**src/idc_consts.svh**
```systemverilog
// Offsets, field positions, reset values and cycle counts of the idle and doze controller.
// Included by the package and by every design file that needs a number.
`ifndef IDC_CONSTS_SVH
`define IDC_CONSTS_SVH

`define IDC_ADDR_W     8
`define IDC_OFS_CLOCK_DIVIDER_CONTROL 8'h00
`define IDC_OFS_CFG    8'h04
`define IDC_OFS_GATE   8'h08
`define IDC_OFS_STAT   8'h0C

`define IDC_BIT_ROI    15
`define IDC_RATIO_HI   14
`define IDC_RATIO_LO   12
`define IDC_BIT_SLOW   11
`define IDC_BIT_WDTEN  0
`define IDC_BIT_FMEN   1

`define IDC_RATIO_RST  3'h0
`define IDC_CFG_RST    1'h0
`define IDC_GATE_RST   16'h0000
`define IDC_MOD_MAX    16
`define IDC_DIV_W      7

// Cycles from the reapplied CPU clock to the resume pulse.
`define IDC_WAKE_CYC   2'h3

`endif

```
**src/idc_pkg.sv**
```systemverilog
// Types shared by the idle and doze controller files.
// Assumes idc_consts.svh sits in the include path.
`include "idc_consts.svh"

package idc_pkg;

	typedef struct packed {
		logic                     psel;
		logic                     penable;
		logic                     pwrite;
		logic [`IDC_ADDR_W-1:0]   paddr;
		logic [31:0]              pwdata;
	} idc_apb_req_t;

	typedef struct packed {
		logic        pready;
		logic [31:0] prdata;
		logic        pslverr;
	} idc_apb_rsp_t;

	typedef enum logic [1:0] {
		IDC_RUN   = 2'h0,
		IDC_ENTER = 2'h1,
		IDC_IDLE  = 2'h3,
		IDC_WAKE  = 2'h2
	} idc_pwr_t;

	typedef struct packed {
		idc_pwr_t                 pwr;
		logic [1:0]               wake_cnt;
		logic                     wake_pend;
		logic                     by_irq;
		logic                     by_wdt;
		logic                     return_on_interrupt;
		logic [2:0]               ratio;
		logic                     slow;
		logic                     wdt_en;
		logic                     fm_en;
		logic [`IDC_MOD_MAX-1:0]  gate;
		logic                     cpu_clk_en;
		logic                     wdt_clear;
		logic                     resume;
		logic                     resume_isr;
		logic                     low_power_rc_oscillator_run;
		idc_apb_rsp_t             rsp;
	} idc_top_state_t;

	typedef struct packed {
		logic [`IDC_DIV_W-1:0] cnt;
		logic                  tick;
	} idc_div_state_t;

	typedef struct packed {
		logic en;
	} idc_gate_state_t;

endpackage

```
**src/idc_doze_div.sv**
```systemverilog
// CPU clock enable divider for doze operation.
// Runs on the peripheral clock; the tick marks the CPU edges that are kept.
`timescale 1ns/1ns
`include "idc_consts.svh"

module idc_doze_div (
	input  logic       pclk,
	input  logic       presetn,
	input  logic       enable,
	input  logic [2:0] ratio,
	output logic       tick
);
	import idc_pkg::*;

	idc_div_state_t             st_ff;
	idc_div_state_t             nxt_st;
	logic [`IDC_DIV_W-1:0]      mask;

	// Counter counts on pclk while enabled and is held at zero otherwise, so every CPU edge lands on a peripheral edge.
	always_comb begin
		mask = ~({`IDC_DIV_W{1'b1}} << ratio);
		nxt_st = st_ff;
		nxt_st.cnt = enable ? ((st_ff.cnt + `IDC_DIV_W'(1)) & mask) : '0;
		nxt_st.tick = ~enable | (nxt_st.cnt == '0);
	end

	always_ff @(posedge pclk or negedge presetn) begin
		if (!presetn) begin
			st_ff <= '{cnt: '0, tick: 1'b1};
		end else begin
			st_ff <= nxt_st;
		end
	end

	assign tick = st_ff.tick;

	AST_DIV_HALF: assert property (@(posedge pclk) disable iff (!presetn)
		(enable && $stable(enable) && ratio == 3'h1 && $stable(ratio) && tick) |=> !tick)
		else $error("doze ratio 1:2 did not skip a cycle");

endmodule

```
**src/idc_mod_gate.sv**
```systemverilog
// Clock enable for one peripheral module, following its gate bit one cycle late.
// The gate bit comes from a register in the same clock domain.
`timescale 1ns/1ns

module idc_mod_gate (
	input  logic pclk,
	input  logic presetn,
	input  logic gate_off,
	output logic clk_en
);
	import idc_pkg::*;

	idc_gate_state_t st_ff;
	idc_gate_state_t nxt_st;

	always_comb begin
		nxt_st.en = ~gate_off;
	end

	always_ff @(posedge pclk or negedge presetn) begin
		if (!presetn) begin
			st_ff <= '{en: 1'b1};
		end else begin
			st_ff <= nxt_st;
		end
	end

	assign clk_en = st_ff.en;

	AST_GATE_DELAY: assert property (@(posedge pclk) disable iff (!presetn)
		$changed(gate_off) |=> (clk_en == !$past(gate_off)) && $changed(clk_en))
		else $error("module clock enable did not follow its gate one cycle late");

endmodule

```
**src/idc_power_ctrl.sv**
```systemverilog
// Idle and doze power controller with an APB register file.
// Assumes pclk is the free running system clock and all inputs are synchronous to it.
//
// Overview of operation
// - In idle the CPU clock alone is gated and execution stops.
// - Entering idle clears the watchdog count automatically.
// - System clock keeps running in idle; peripherals run unless individually gated.
// - Low power oscillator keeps running when watchdog or fail monitor is on.
// - Idle ends on an enabled interrupt, any reset or a watchdog time-out.
// - After wake the CPU clock returns and execution resumes two to four cycles later.
// - Execution resumes after the power save instruction, or in the handler.
// - Interrupt during the power save instruction waits for entry, then wakes.
// - Doze keeps system and peripheral clocks at full speed; only CPU slows.
// - Slowed CPU domain stays aligned with the peripheral clock domain.
// - Slowdown enable bit 11 of the divider control register starts doze.
// - Three ratio bits 14 to 12 choose 1:1 up to 1:128, default 1:1.
// - With return on interrupt set, an interrupt restores full CPU speed.
// - With return on interrupt clear, interrupts leave doze unchanged.
// - A module clock gate bit takes effect one cycle after it changes.
`timescale 1ns/1ns
`include "idc_consts.svh"

module idc_power_ctrl #(
	parameter int NUM_MOD = 8
) (
	input  logic                        pclk,
	input  logic                        presetn,
	input  idc_pkg::idc_apb_req_t       apb_req,
	output idc_pkg::idc_apb_rsp_t       apb_rsp,
	input  logic                        psave_idle,
	input  logic                        irq_pending,
	input  logic                        wdt_timeout,
	output logic                        cpu_clk_en,
	output logic                        wdt_clear,
	output logic                        cpu_resume,
	output logic                        resume_isr,
	output logic                        low_power_rc_oscillator_run,
	output logic [NUM_MOD-1:0]          periph_clk_en
);
	import idc_pkg::*;

	localparam logic [`IDC_MOD_MAX-1:0] GATE_MASK =
		`IDC_MOD_MAX'((17'h1 << NUM_MOD) - 17'h1);

	idc_top_state_t st_ff;
	idc_top_state_t nxt_st;
	logic           setup;
	logic           acc;
	logic           wr;
	logic           wr_div;
	logic           wake_now;
	logic           div_tick;

	generate
		if (NUM_MOD < 1 || NUM_MOD > `IDC_MOD_MAX) begin : g_bad_num
			$error("NUM_MOD must lie between 1 and 16");
		end
	endgenerate

	idc_doze_div u_div (
		.pclk    (pclk),
		.presetn (presetn),
		.enable  (st_ff.slow),
		.ratio   (st_ff.ratio),
		.tick    (div_tick)
	);

	generate
		for (genvar i = 0; i < NUM_MOD; i++) begin : g_gate
			idc_mod_gate u_gate (
				.pclk     (pclk),
				.presetn  (presetn),
				.gate_off (st_ff.gate[i]),
				.clk_en   (periph_clk_en[i])
			);
		end
	endgenerate

	always_comb begin
		nxt_st = st_ff;
		nxt_st.wdt_clear = 1'b0;
		nxt_st.resume = 1'b0;
		setup = apb_req.psel & ~apb_req.penable;
		acc = apb_req.psel & apb_req.penable & st_ff.rsp.pready;
		wr = acc & apb_req.pwrite;
		wr_div = wr & (apb_req.paddr == `IDC_OFS_CLOCK_DIVIDER_CONTROL);
		wake_now = irq_pending | wdt_timeout | st_ff.wake_pend;

		// The answer is prepared in the setup cycle, so every access has one wait-free cycle.
		nxt_st.rsp.pready = setup;
		if (setup) begin
			nxt_st.rsp.pslverr = 1'b0;
			case (apb_req.paddr)
				`IDC_OFS_CLOCK_DIVIDER_CONTROL: begin
					nxt_st.rsp.prdata = '0;
					nxt_st.rsp.prdata[`IDC_BIT_ROI] = st_ff.return_on_interrupt;
					nxt_st.rsp.prdata[`IDC_RATIO_HI:`IDC_RATIO_LO] = st_ff.ratio;
					nxt_st.rsp.prdata[`IDC_BIT_SLOW] = st_ff.slow;
				end
				`IDC_OFS_CFG: begin
					nxt_st.rsp.prdata = '0;
					nxt_st.rsp.prdata[`IDC_BIT_WDTEN] = st_ff.wdt_en;
					nxt_st.rsp.prdata[`IDC_BIT_FMEN] = st_ff.fm_en;
				end
				`IDC_OFS_GATE: begin
					nxt_st.rsp.prdata = {16'h0000, st_ff.gate};
				end
				`IDC_OFS_STAT: begin
					nxt_st.rsp.prdata = {27'h0000000, st_ff.by_wdt, st_ff.by_irq,
						st_ff.pwr == IDC_WAKE, st_ff.slow,
						st_ff.pwr == IDC_IDLE || st_ff.pwr == IDC_ENTER};
				end
				default: begin
					nxt_st.rsp.prdata = '0;
					nxt_st.rsp.pslverr = 1'b1;
				end
			endcase
		end else if (acc) begin
			nxt_st.rsp.pslverr = 1'b0;
		end

		if (wr) begin
			case (apb_req.paddr)
				`IDC_OFS_CLOCK_DIVIDER_CONTROL: begin
					nxt_st.return_on_interrupt = apb_req.pwdata[`IDC_BIT_ROI];
					nxt_st.ratio = apb_req.pwdata[`IDC_RATIO_HI:`IDC_RATIO_LO];
					nxt_st.slow = apb_req.pwdata[`IDC_BIT_SLOW];
				end
				`IDC_OFS_CFG: begin
					nxt_st.wdt_en = apb_req.pwdata[`IDC_BIT_WDTEN];
					nxt_st.fm_en = apb_req.pwdata[`IDC_BIT_FMEN];
				end
				`IDC_OFS_GATE: begin
					nxt_st.gate = apb_req.pwdata[`IDC_MOD_MAX-1:0] & GATE_MASK;
				end
				default: begin
					nxt_st.gate = st_ff.gate;
				end
			endcase
		end

		// Return on interrupt
		// A software write to the divider register in the same cycle takes priority.
		// Doze kept otherwise
		if (st_ff.slow && st_ff.return_on_interrupt && irq_pending && !wr_div) begin
			nxt_st.slow = 1'b0;
		end

		case (st_ff.pwr)
			IDC_RUN: begin
				if (psave_idle) begin
					nxt_st.pwr = IDC_ENTER;
					nxt_st.wdt_clear = 1'b1;
					nxt_st.wake_pend = 1'b0;
				end
			end
			IDC_ENTER: begin
				nxt_st.pwr = IDC_IDLE;
				nxt_st.wake_pend = wdt_timeout;
			end
			IDC_IDLE: begin
				if (wake_now) begin
					nxt_st.pwr = IDC_WAKE;
					nxt_st.wake_cnt = `IDC_WAKE_CYC - 2'h1;
					nxt_st.by_irq = irq_pending;
					nxt_st.by_wdt = wdt_timeout | st_ff.wake_pend;
					nxt_st.wake_pend = 1'b0;
				end
			end
			IDC_WAKE: begin
				if (st_ff.wake_cnt == 2'h0) begin
					nxt_st.pwr = IDC_RUN;
					nxt_st.resume = 1'b1;
					nxt_st.resume_isr = st_ff.by_irq;
				end else begin
					nxt_st.wake_cnt = st_ff.wake_cnt - 2'h1;
				end
			end
			default: begin
				nxt_st.pwr = IDC_RUN;
			end
		endcase

		nxt_st.cpu_clk_en = (nxt_st.pwr == IDC_RUN || nxt_st.pwr == IDC_WAKE)
			& (div_tick | ~nxt_st.slow);
		nxt_st.low_power_rc_oscillator_run = nxt_st.wdt_en | nxt_st.fm_en;
	end

	always_ff @(posedge pclk or negedge presetn) begin
		if (!presetn) begin
			st_ff <= '{
				pwr:        IDC_RUN,
				wake_cnt:   2'h0,
				wake_pend:  1'b0,
				by_irq:     1'b0,
				by_wdt:     1'b0,
				return_on_interrupt:        1'b0,
				ratio:      `IDC_RATIO_RST,
				slow:       1'b0,
				wdt_en:     `IDC_CFG_RST,
				fm_en:      `IDC_CFG_RST,
				gate:       `IDC_GATE_RST,
				cpu_clk_en: 1'b1,
				wdt_clear:  1'b0,
				resume:     1'b0,
				resume_isr: 1'b0,
				low_power_rc_oscillator_run:   1'b0,
				rsp:        '0
			};
		end else begin
			st_ff <= nxt_st;
		end
	end

	assign apb_rsp    = st_ff.rsp;
	assign cpu_clk_en = st_ff.cpu_clk_en;
	assign wdt_clear  = st_ff.wdt_clear;
	assign cpu_resume = st_ff.resume;
	assign resume_isr = st_ff.resume_isr;
	assign low_power_rc_oscillator_run   = st_ff.low_power_rc_oscillator_run;

	AST_IDLE_GATED: assert property (@(posedge pclk) disable iff (!presetn)
		(st_ff.pwr == IDC_IDLE || st_ff.pwr == IDC_ENTER) |-> !cpu_clk_en)
		else $error("CPU clock running during idle");

	AST_WDT_CLEAR: assert property (@(posedge pclk) disable iff (!presetn)
		(st_ff.pwr == IDC_RUN && psave_idle) |=> wdt_clear ##1 !wdt_clear)
		else $error("watchdog not cleared once on idle entry");

	AST_MOD_IN_IDLE: assert property (@(posedge pclk) disable iff (!presetn)
		(st_ff.pwr == IDC_IDLE && !st_ff.gate[0]) |-> periph_clk_en[0])
		else $error("ungated module stopped during idle");

	AST_LOW_POWER_RC_OSCILLATOR_KEPT: assert property (@(posedge pclk) disable iff (!presetn)
		(st_ff.wdt_en || st_ff.fm_en) |-> low_power_rc_oscillator_run)
		else $error("low power oscillator stopped while needed");

	AST_WAKE_SRC: assert property (@(posedge pclk) disable iff (!presetn)
		(st_ff.pwr == IDC_IDLE && (irq_pending || wdt_timeout)) |=> st_ff.pwr == IDC_WAKE)
		else $error("idle did not end on a wake source");

	AST_RESUME_TIME: assert property (@(posedge pclk) disable iff (!presetn)
		$rose(cpu_clk_en) && st_ff.pwr == IDC_WAKE |-> ##[1:3] cpu_resume)
		else $error("execution did not resume two to four cycles after wake");

	AST_RESUME_ISR: assert property (@(posedge pclk) disable iff (!presetn)
		(st_ff.pwr == IDC_IDLE && irq_pending) |-> ##4 (cpu_resume && resume_isr))
		else $error("interrupt wake did not resume into the handler");

	AST_DEFERRED: assert property (@(posedge pclk) disable iff (!presetn)
		(st_ff.pwr == IDC_ENTER && irq_pending) |=> st_ff.pwr == IDC_IDLE ##1 st_ff.pwr == IDC_WAKE)
		else $error("coincident interrupt not deferred then taken");

	AST_DOZE_RATE: assert property (@(posedge pclk) disable iff (!presetn)
		(st_ff.pwr == IDC_RUN && !psave_idle && !st_ff.slow && $stable(st_ff.slow))
		|=> cpu_clk_en)
		else $error("CPU clock slowed without doze");

	AST_ROI_EXIT: assert property (@(posedge pclk) disable iff (!presetn)
		(st_ff.slow && st_ff.return_on_interrupt && irq_pending && !wr_div) |=> !st_ff.slow)
		else $error("return on interrupt left doze active");

	AST_ROI_OFF: assert property (@(posedge pclk) disable iff (!presetn)
		(st_ff.slow && !st_ff.return_on_interrupt && irq_pending && !wr_div) |=> st_ff.slow)
		else $error("interrupt changed doze without return on interrupt");

	AST_DOZE_ENTER: assert property (@(posedge pclk) disable iff (!presetn)
		(wr_div && apb_req.pwdata[`IDC_BIT_SLOW]) |=> st_ff.slow)
		else $error("slowdown enable write did not start doze");

	AST_DOZE_CLR: assert property (@(posedge pclk) disable iff (!presetn)
		(wr_div && !apb_req.pwdata[`IDC_BIT_SLOW]) |=> !st_ff.slow)
		else $error("slowdown enable clear did not stop doze");

	AST_RATIO_WR: assert property (@(posedge pclk) disable iff (!presetn)
		wr_div |=> st_ff.ratio == $past(apb_req.pwdata[`IDC_RATIO_HI:`IDC_RATIO_LO]))
		else $error("ratio field did not take the written value");

	AST_FULL_SPEED: assert property (@(posedge pclk) disable iff (!presetn)
		(st_ff.pwr == IDC_RUN && !psave_idle && st_ff.slow && st_ff.ratio == 3'h0
		&& $past(st_ff.slow) && $past(st_ff.ratio) == 3'h0) |=> cpu_clk_en)
		else $error("ratio 1:1 skipped a CPU cycle");

	AST_ROI_CLEARS: assert property (@(posedge pclk) disable iff (!presetn)
		$fell(st_ff.slow) |-> ($past(wr_div) || $past(st_ff.return_on_interrupt && irq_pending)))
		else $error("slowdown enable cleared without cause");

	AST_DOZE_PERIPH: assert property (@(posedge pclk) disable iff (!presetn)
		(st_ff.slow && !st_ff.gate[0] && !$past(st_ff.gate[0])) |-> periph_clk_en[0])
		else $error("ungated module slowed during doze");

	AST_MOD_GATED: assert property (@(posedge pclk) disable iff (!presetn)
		(st_ff.gate[0] && $past(st_ff.gate[0])) |-> !periph_clk_en[0])
		else $error("gated module still clocked");

	AST_LOW_POWER_RC_OSCILLATOR_EXACT: assert property (@(posedge pclk) disable iff (!presetn)
		low_power_rc_oscillator_run == (st_ff.wdt_en || st_ff.fm_en))
		else $error("low power oscillator request does not follow its enables");

	AST_CLEAR_ONLY_RUN: assert property (@(posedge pclk) disable iff (!presetn)
		(st_ff.pwr != IDC_RUN) |=> !wdt_clear)
		else $error("watchdog cleared outside idle entry");

	AST_ENTER_ONCE: assert property (@(posedge pclk) disable iff (!presetn)
		(st_ff.pwr == IDC_ENTER) |=> st_ff.pwr == IDC_IDLE)
		else $error("idle entry did not complete");

	AST_IDLE_HOLD: assert property (@(posedge pclk) disable iff (!presetn)
		(st_ff.pwr == IDC_IDLE && !irq_pending && !wdt_timeout && !st_ff.wake_pend)
		|=> st_ff.pwr == IDC_IDLE)
		else $error("idle ended without a wake source");

	AST_WDT_DEFER: assert property (@(posedge pclk) disable iff (!presetn)
		(st_ff.pwr == IDC_ENTER && wdt_timeout)
		|=> st_ff.pwr == IDC_IDLE ##1 st_ff.pwr == IDC_WAKE)
		else $error("watchdog time-out during entry was lost");

	AST_WAKE_CLK: assert property (@(posedge pclk) disable iff (!presetn)
		($past(st_ff.pwr) == IDC_IDLE && st_ff.pwr == IDC_WAKE && !st_ff.slow)
		|-> cpu_clk_en)
		else $error("CPU clock not reapplied on wake");

	AST_RESUME_PULSE: assert property (@(posedge pclk) disable iff (!presetn)
		cpu_resume |=> !cpu_resume)
		else $error("resume pulse longer than one cycle");

	AST_RESUME_NEXT: assert property (@(posedge pclk) disable iff (!presetn)
		($past(st_ff.pwr) == IDC_IDLE && st_ff.pwr == IDC_WAKE && !$past(irq_pending))
		|-> ##3 (cpu_resume && !resume_isr))
		else $error("watchdog wake did not resume at the next instruction");

endmodule

```
**config.mk**
```make
export PLATFORM = sky130hd
export DESIGN_NAME = idc_power_ctrl
export DESIGN_NICKNAME = d
export VERILOG_FILES = /design/src/idc_pkg.sv /design/src/idc_doze_div.sv /design/src/idc_mod_gate.sv /design/src/idc_power_ctrl.sv
export VERILOG_INCLUDE_DIRS = /design/src
export SDC_FILE = /design/constraint.sdc
export NUM_CORES = 1
export LEC_CHECK = 0
export BUFFER_PORTS_ARGS = -buffer_cell sky130_fd_sc_hd__buf_2
export CAP_MARGIN = 10
export CORE_ASPECT_RATIO = 0.8
export CORE_MARGIN = 4
export CORE_UTILIZATION = 45
export DETAILED_ROUTE_END_ITERATION = 10
export GPL_ROUTABILITY_DRIVEN = 0
export HOLD_SLACK_MARGIN = 0.05
export PLACE_DENSITY = 0.76
export SLEW_MARGIN = 20
export SYNTH_ARGS = -nofsm -noshare
export SYNTH_HDL_FRONTEND = slang
export SYNTH_HIERARCHICAL = 1
export SYNTH_SLANG_ARGS = --single-unit
```
**constraint.sdc**
```tcl
create_clock -name pclk -period 1.4 [get_ports pclk]
set_input_delay 0.21 -clock pclk [delete_from_list [all_inputs] [get_ports pclk]]
set_output_delay 0.21 -clock pclk [all_outputs]
set_load 0.1 [all_outputs]
```
* Yosys cells after proc, flatten, opt, wreduce, memory -nomap -nowiden
Cells that the tools add are included.
Word-level totals: register bits 77, input port bits 48, output and inout port bits 47, logic and storage cells 110
Cells by class: $add $sub $neg 2, equal/unequal tests 10, shift operators 1, multiplexer cells 22, bitwise operators 25, reduce and logical (&&, ||, !) cells 21
Operators by type and width (number):
- $pmux W16 S4 | 1
- $mux W19 | 1
- $eq A8 B4 Y1 const B | 2
- $mux W7 | 2
- $mux W2 | 6
- $not A1 Y1 | 11
- $eq A8 B3 Y1 const B | 1
- $logic_not A8 Y1 | 1
- $mux W1 | 8
- $mux W8 | 1
- $pmux W2 S4 | 1
- $reduce_and A2 Y1 | 4
- $add A7 B1 Y7 const B | 1
- $and A7 B7 Y7 | 1
- $logic_not A7 Y1 | 1
- $not A7 Y7 | 1
- $shl A7 B3 Y7 const A | 1
- $and A1 B1 Y1 | 6
- $eq A2 B2 Y1 const B | 3
- $logic_not A2 Y1 | 3
- $ne A2 B2 Y1 const B | 3
- $or A1 B1 Y1 | 6
- $reduce_and A3 Y1 | 2
- $pmux W2 S2 | 1
- 9 further kinds | 13

* Logic depth before layout (Yosys ltp)
Gate-level depths: netlist of run 1.
word-level depth 10, gate-level depth with buffers 5, gate-level depth less buffers 5

* Hierarchy
Netlist of run 1, hierarchy kept.
By module, submodules not included:
- idc_power_ctrl | times used 1, cells each 194, area each 2088.3 um^2, seq. area each 1052.3 um^2
- idc_doze_div | times used 1, cells each 43, area each 441.7 um^2, seq. area each 201.4 um^2
- idc_mod_gate | times used 8, cells each 2, area each 30.0 um^2, seq. area each 26.3 um^2

* Least setup slack after synthesis of run 1
Ideal clock, no wire load.
path type input to register, start input apb_req[34] (netlist name), end register st_ff[57] (netlist name), arrival 1236 ps, slack 40 ps, stages 4, buffers on the path 1, cell sequence buf_6 -> nor4_2 -> nand3_1 -> mux2_2
RTL lines:
- start, declared | line idc_power_ctrl.sv:28 | input idc_pkg::idc_apb_req_t apb_req,
- end signal, assigned | line idc_power_ctrl.sv:191 | st_ff <= '{
- end signal, assigned | line idc_power_ctrl.sv:211 | st_ff <= nxt_st;
- end, declared | line idc_power_ctrl.sv:45 | idc_top_state_t st_ff;

* Worst setup path after layout of run 1
start register st_ff[65] (netlist name), end register st_ff, in the netlist resume_isr
Between the ends: longest elaborated chain between the ends 2
Ends and longest elaborated chain:
- $logic_not A2 Y1 | line idc_power_ctrl.sv:171 | if (st_ff.wake_cnt == 2'h0) begin
- $reduce_and A2 Y1 (no source line)
No other way between the ends. A chain may end at the register's enable or synchronous reset.

==> results of run 1 <==
[logic make-up after synthesis]
group	Yosys count	share of synthesized area
buffers and inverters	53	0.1233
AO/OA/AOI/OAI	35	0.08221
adder cells (fa/ha/maj)	2	0.009032
XOR/XNOR	3	0.009487
flip-flops	58	0.5285
AND/OR/NAND/NOR	79	0.1585
other	1	0.001354
multiplexers	22	0.08762
[Yosys cell counts (2+ instances only)]
| master | number |
|---|---|
| o21ai_0 | 11 |
| nor3b_1 | 4 |
| nand2_1 | 31 |
| dfstp_2 | 10 |
| nand3b_1 | 2 |
| buf_4 | 34 |
| a21oi_1 | 6 |
| mux2i_1 | 4 |
| nor2_1 | 7 |
| clkbuf_1 | 4 |
| buf_6 | 2 |
| inv_1 | 12 |
| mux2_2 | 18 |
| a22oi_1 | 2 |
| nand2b_1 | 4 |
| nor3_1 | 2 |
| nor2b_1 | 6 |
| nor4_2 | 2 |
| ha_1 | 2 |
| nand3_1 | 9 |
| xnor2_1 | 2 |
| o31ai_1 | 5 |
| dfrtp_1 | 48 |
| nand4_1 | 2 |
[final cells by class]
type,instances,area (um2),area share
inverters,13,48.80,0.01396
flip-flops and latches,58,1465,0.4193
repair buffers,80,623.1,0.1783
clock buffers,11,151.4,0.04332
well taps,81,101.3,0.02900
clock inverters,5,52.55,0.01504
multi-input cells,160,1052,0.3011
[where the power goes]
| part | internal, mW | switching, mW | total, mW |
|---|---|---|---|
| clock network | 0.908 | 0.657 | 1.56 |
| logic | 0.451 | 1.01 | 1.46 |
| registers | 1.85 | 0.119 | 1.97 |
[per-layer routing]
metal,vias up,track usage,wire (um)
met5,-,0,0
met1,922,0.2089,2451
met4,0,0.08381,110
met3,10,0.05364,467
li1,952,-,-
met2,67,0.2269,2583
[registers in the layout, indices dropped and copies added, names as in the netlist]
register	count
resume_isr	1
g_gate.u_gate/clk_en	8
cpu_clk_en	1
low_power_rc_oscillator_run	1
wdt_clear	1
cpu_resume	1
apb_rsp	15
u_div/st_ff	7
st_ff	22
u_div/tick	1
[timing repair]
action | 4_1_cts | 5_1_grt
endpoints found under the setup margin | 10 | 19
pin swaps | 1 | 0
resized for setup | 2 | 6
hold endpoints to repair | 12 | 0
hold buffers | 1 | 0
setup buffers | 0 | 2
[metrics by stage]
step                      instance area [um2]  TNS (ns)  setup WS, ns
after global routing                     3495  -0.03679      -0.02697
after floorplan                          2838         0       0.03971
final                                    3495         0       0.05337
after detailed placement                 3244    -1.022       -0.1313
after global placement                   3244   -0.7106      -0.09018
after CTS                                3468         0       0.01756
[worst register-to-register path, delay by kind of cell (launching register included)]
kind	cells	cell delay [ns]
multiplexers	1	0.34
AND/OR/NAND/NOR	1	0.18
buffers and inverters	1	0.07
adder cells (fa/ha/maj)	1	0.22
flip-flops	1	0.41
[worst max path at each step]
stage,cells after the start,end
after floorplan,4,st_ff[57]
after global placement,5,st_ff[44]
after detailed placement,5,st_ff[44]
after CTS,3,st_ff[65]
after global routing,5,u_div/tick
final,4,resume_isr
==> impl_metrics.csv, run 1 <==
group,metric,value,unit
floorplanning,io_pins,95,
worst_hold_path,hp-class,"primary input to register",
worst_hold_path,hold_depth,2,
worst_hold_path,min-delay-start,"apb_req[2]",
timing,finClkSkew,0.005572,ns
setup_path,rr_startpoint,"st_ff[65]",
run_status,status,"completed",
setup_path,setup.worst_path.start,"st_ff[65]",
clock_network,numCtsBuffers,9,
final_layout,n_antenna_cell,0,
pwr,leakagePower,1.717,nW
final_layout,drive_above_1_share,0.4159,
pwr,power.total,4.999,mW
setup_path,startpoint_type,"register",
routing,routedWlPerCell,13.76,um
setup_path,crit_type,"register to register",
worst_hold_path,min_to,"st_ff[41]",
synth,synth_enable_flop_cells,0,
clock_network,cts_max_path_buffers,2,
final_layout,final_core_util,0.5880,
pwr,powerDensity,1431,nW/um2
setup_path,r2r_cells,4,
synth,synth_cells,253,
placement,dp_hpwl,4237,um
grt,grt_pass1_wl,8763,um
setup_path,critical_path.cell_chain,"inv_1 -> ha_2 -> and2_1 -> mux2_2",
flow_run,max-cap-violations,0,
routing,dr.pass1.iters,4,
grt,gr-usage-all-layers,0.1579,
grt,overflow,0,
synth,syn_area_per_cell,10.95,um2
clock_network,cts_tree,"done",
grt,antenna_found_initial,0,
synth,yosysTopAreaCell,"dfrtp_1",
clock_network,cts_root_buf,"clkbuf_8",
timing,fin_crit_sh,0.9619,
routing,finalWirelength,5613,um
timing,hold_viol_final,0,
synth,synth-main-ff-cell,"dfrtp_1",
setup_path,cp_max_fo,6,
floorplanning,die-width,95.72,um
routing,ant_nets,0,
floorplanning,initial_utilization,0.4661,
synth,yosysTopAreaCellShare,0.4336,
routing,viasPerCell,4.782,
routing,vias,1951,
synth,syn_area,2770,um2
synth,async_flop_share,1.000,
clock_network,cts_max_level,3,
setup_path,critPathBufInv,1,
timing,hold-worst-slack,0.1001,ns
floorplanning,rows,25,
clock_network,insertion_delay,0.34,ns
floorplanning,core-area,5943,um2
placement,dp_cells,389,
floorplanning,dieArea,7483,um2
synth,yosys-top-cells-area,"dfrtp_1 (43%), dfstp_2 (9.5%), buf_4 (9.2%)",
routing,drcViolationCount,0,
timing,drv_slew,0,
clock_network,cts_sinks,58,
synth,ys_ff_latch,58,
setup_path,cp.arrival,1.57,ns
synth,ys_warn_count,6,
final_layout,nets,372,
routing,drt_iter0_markers,74,
timing,min_period,1.347,ns
setup_path,max_stage_delay,0.41,ns
setup_path,cpMaxStageDelayCell,"dfrtp_1",
pwr,vdd_drop_max,0.6201,mV
setup_path,critPathTopFamily,"flip-flops",
timing,setup_viol,0,
final_layout,fin_cells,408,
synth,synth-seq-area-share,0.5285,
placement,buffer_ports.inserted,56,
setup_path,cp.required,1.62,ns
final_layout,mostFrequentLayoutCells,"dfrtp_1 (47), buf_2 (47), nand2_1 (30), buf_4 (21), conb_1 (19)",
timing,rsz0062_at_grt,"yes",
grt,grt_pass1_vias,1847,
final_layout,synthToLayoutAreaGrowth,26.15,%
synth,ys_types,48,
setup_path,reg2reg_slack,0.05,ns
setup_path,r2r-end,"resume_isr",
clock_network,clk_pin_slew,0.06,ns
timing,fmax,742.6,MHz
setup_path,end_kind,"register",
final_layout,fill_cells,492,
grt,grt_max_degree,24,
floorplanning,die_h,78.18,um
Note: power is estimated with default switching activity, not from simulation.
==> inputs of run 2 (changes only) <==
- PLACE_DENSITY: 0.76 -> default
- PLACE_DENSITY_LB_ADDON: default -> 0.12
==> impl_metrics.csv, run 2 (same netlist as run 1, synthesis figures left out) <==
group,metric,value,unit
final_layout,regMostFlops,"st_ff",
placement,buffer_ports.inserted,56,
grt,overflow,0,
routing,vias,1899,
final_layout,synthToLayoutAreaGrowth,25.65,%
pwr,p_int,3.101,mW
placement,place_area,3247,um2
timing,fin_crit_sh,0.9617,
clock_network,clk_pin_slew,0.07,ns
placement,dp_slack,-0.09567,ns
floorplanning,core-area,5943,um2
placement,dp_cells,391,
setup_path,reg2reg_slack,0.05,ns
clock_network,numCtsBuffers,9,
timing,fmax,742.7,MHz
final_layout,n_antenna_cell,0,
clock_network,insertion_delay,0.33,ns
pwr,leakagePower,1.712,nW
setup_path,startpoint_type,"register",
pwr,powerDensity,1391,nW/um2
pwr,power.share.sequential,0.405,
run_status,status,"completed",
clock_network,cts_max_level,3,
worst_hold_path,hp-class,"primary input to register",
floorplanning,die_h,78.18,um
timing,rsz0062_at_grt,"yes",
grt,gr-usage-all-layers,0.1574,
timing,hold_viol_final,0,
routing,viasPerCell,4.632,
grt,antenna_found_initial,0,
final_layout,nets,374,
worst_hold_path,min-delay-start,"apb_req[5]",
pwr,p_switching,1.742,mW
setup_path,end_kind,"register",
setup_path,r2r_cells,4,
timing,setup_viol,0,
timing,hold-worst-slack,0.1069,ns
clock_network,cts_root_buf,"clkbuf_8",
clock_network,cts_max_path_buffers,2,
setup_path,crit_type,"register to register",
final_layout,stdcell_area,3481,um2
pwr,switching_share,0.3596,
routing,dr.pass1.iters,4,
final_layout,fin_cells,410,
setup_path,r2r-end,"st_ff[39]",
grt,grt_max_degree,59,
floorplanning,initial_utilization,0.4661,
floorplanning,dieArea,7483,um2
setup_path,rr_startpoint,"apb_rsp[33]",
timing,fin_tns_setup,0,ns
final_layout,final_common_cell,"dfrtp_1",
worst_hold_path,hold_depth,2,
final_layout,final_core_util,0.5857,
routing,drcViolationCount,0,
clock_network,cts_tree,"done",
timing,setup_ws,0.05365,ns
final_layout,drive_above_1_share,0.4195,
pwr,clockPowerShare,0.298,
pwr,combPwrFrac,0.297,
setup_path,cp.required,1.61,ns
timing,drv_slew,0,
grt,grt_pass1_wl,9073,um
floorplanning,die-width,95.72,um
routing,routedWlPerCell,13.09,um
timing,min_period,1.346,ns
final_layout,mostFrequentLayoutCells,"dfrtp_1 (48), buf_2 (45), nand2_1 (30), buf_4 (25), conb_1 (19)",
routing,drt_iter0_markers,75,
pwr,vdd_drop_max,0.8956,mV
final_layout,largest_register_ffs,22,
worst_hold_path,min_to,"st_ff[44]",
routing,finalWirelength,5366,um
setup_path,cp_max_fo,5,
setup_path,cp.arrival,1.56,ns
grt,grt_pass1_vias,1894,
floorplanning,io_pins,95,
floorplanning,rows,25,
timing,finClkSkew,0.007040,ns
pwr,power.total,4.843,mW
routing,ant_nets,0,
clock_network,cts_sinks,58,
flow_run,max-cap-violations,0,
placement,dp_hpwl,4020,um
==> run 2: power groups by stage <==
stage / Combinational [mW] / Sequential (mW) / Clock, mW
global placement: 1.36 / 1.98 / 0
floorplan: 0.727 / 2.30 / 0
finish: 1.44 / 1.96 / 1.44
CTS: 1.39 / 1.96 / 1.51
detailed placement: 1.38 / 1.99 / 0
global route: 1.54 / 1.98 / 1.59
==> run 2: worst max-delay path, stage by stage, from the launching register on <==
cell	delay (ns)
dfrtp_1	0.37
and4_2	0.27
nand4_2	0.12
buf_4	0.15
mux2_2	0.33
==> run 2: worst max-delay path by stage <==
stage,startpoint,endpoint,slack [ns],cells past startpoint
2_1_floorplan,apb_req[34],st_ff[57],0.04,4
3_3_place_gp,apb_req[39],st_ff[58],-0.06,5
3_5_place_dp,apb_req[39],st_ff[58],-0.1,5
4_1_cts,st_ff[67],st_ff[65],0.007,3
5_1_grt,u_div/st_ff[1],u_div/tick,-0.0009,5
6_report,apb_rsp[33],st_ff[39],0.05,4
==> run 2: routing by layer <==
layer,vias to the layer above,wire length (um),GRT usage
li1,955,-,-
met1,887,2475,0.2107
met2,50,2458,0.2373
met3,7,384,0.05939
met4,0,48,0.04688
met5,-,0,0
==> run 2: layout make-up <==
type	count	area, um2
inverter	13	48.80
clock inverter	6	58.81
fill	523	2462
multi-input combinational	160	1050
tap	81	101.3
timing repair buffer	82	630.6
clock buffer	10	127.6
sequential	58	1464
==> run 2: repair_timing <==
action | CTS | global route
setup endpoints to repair | 1 | 11
buffers inserted | 0 | 2
hold endpoints to repair | 48 | 0
hold buffers | 1 | 0
pin swaps | 0 | 1
gates resized for setup | 1 | 8
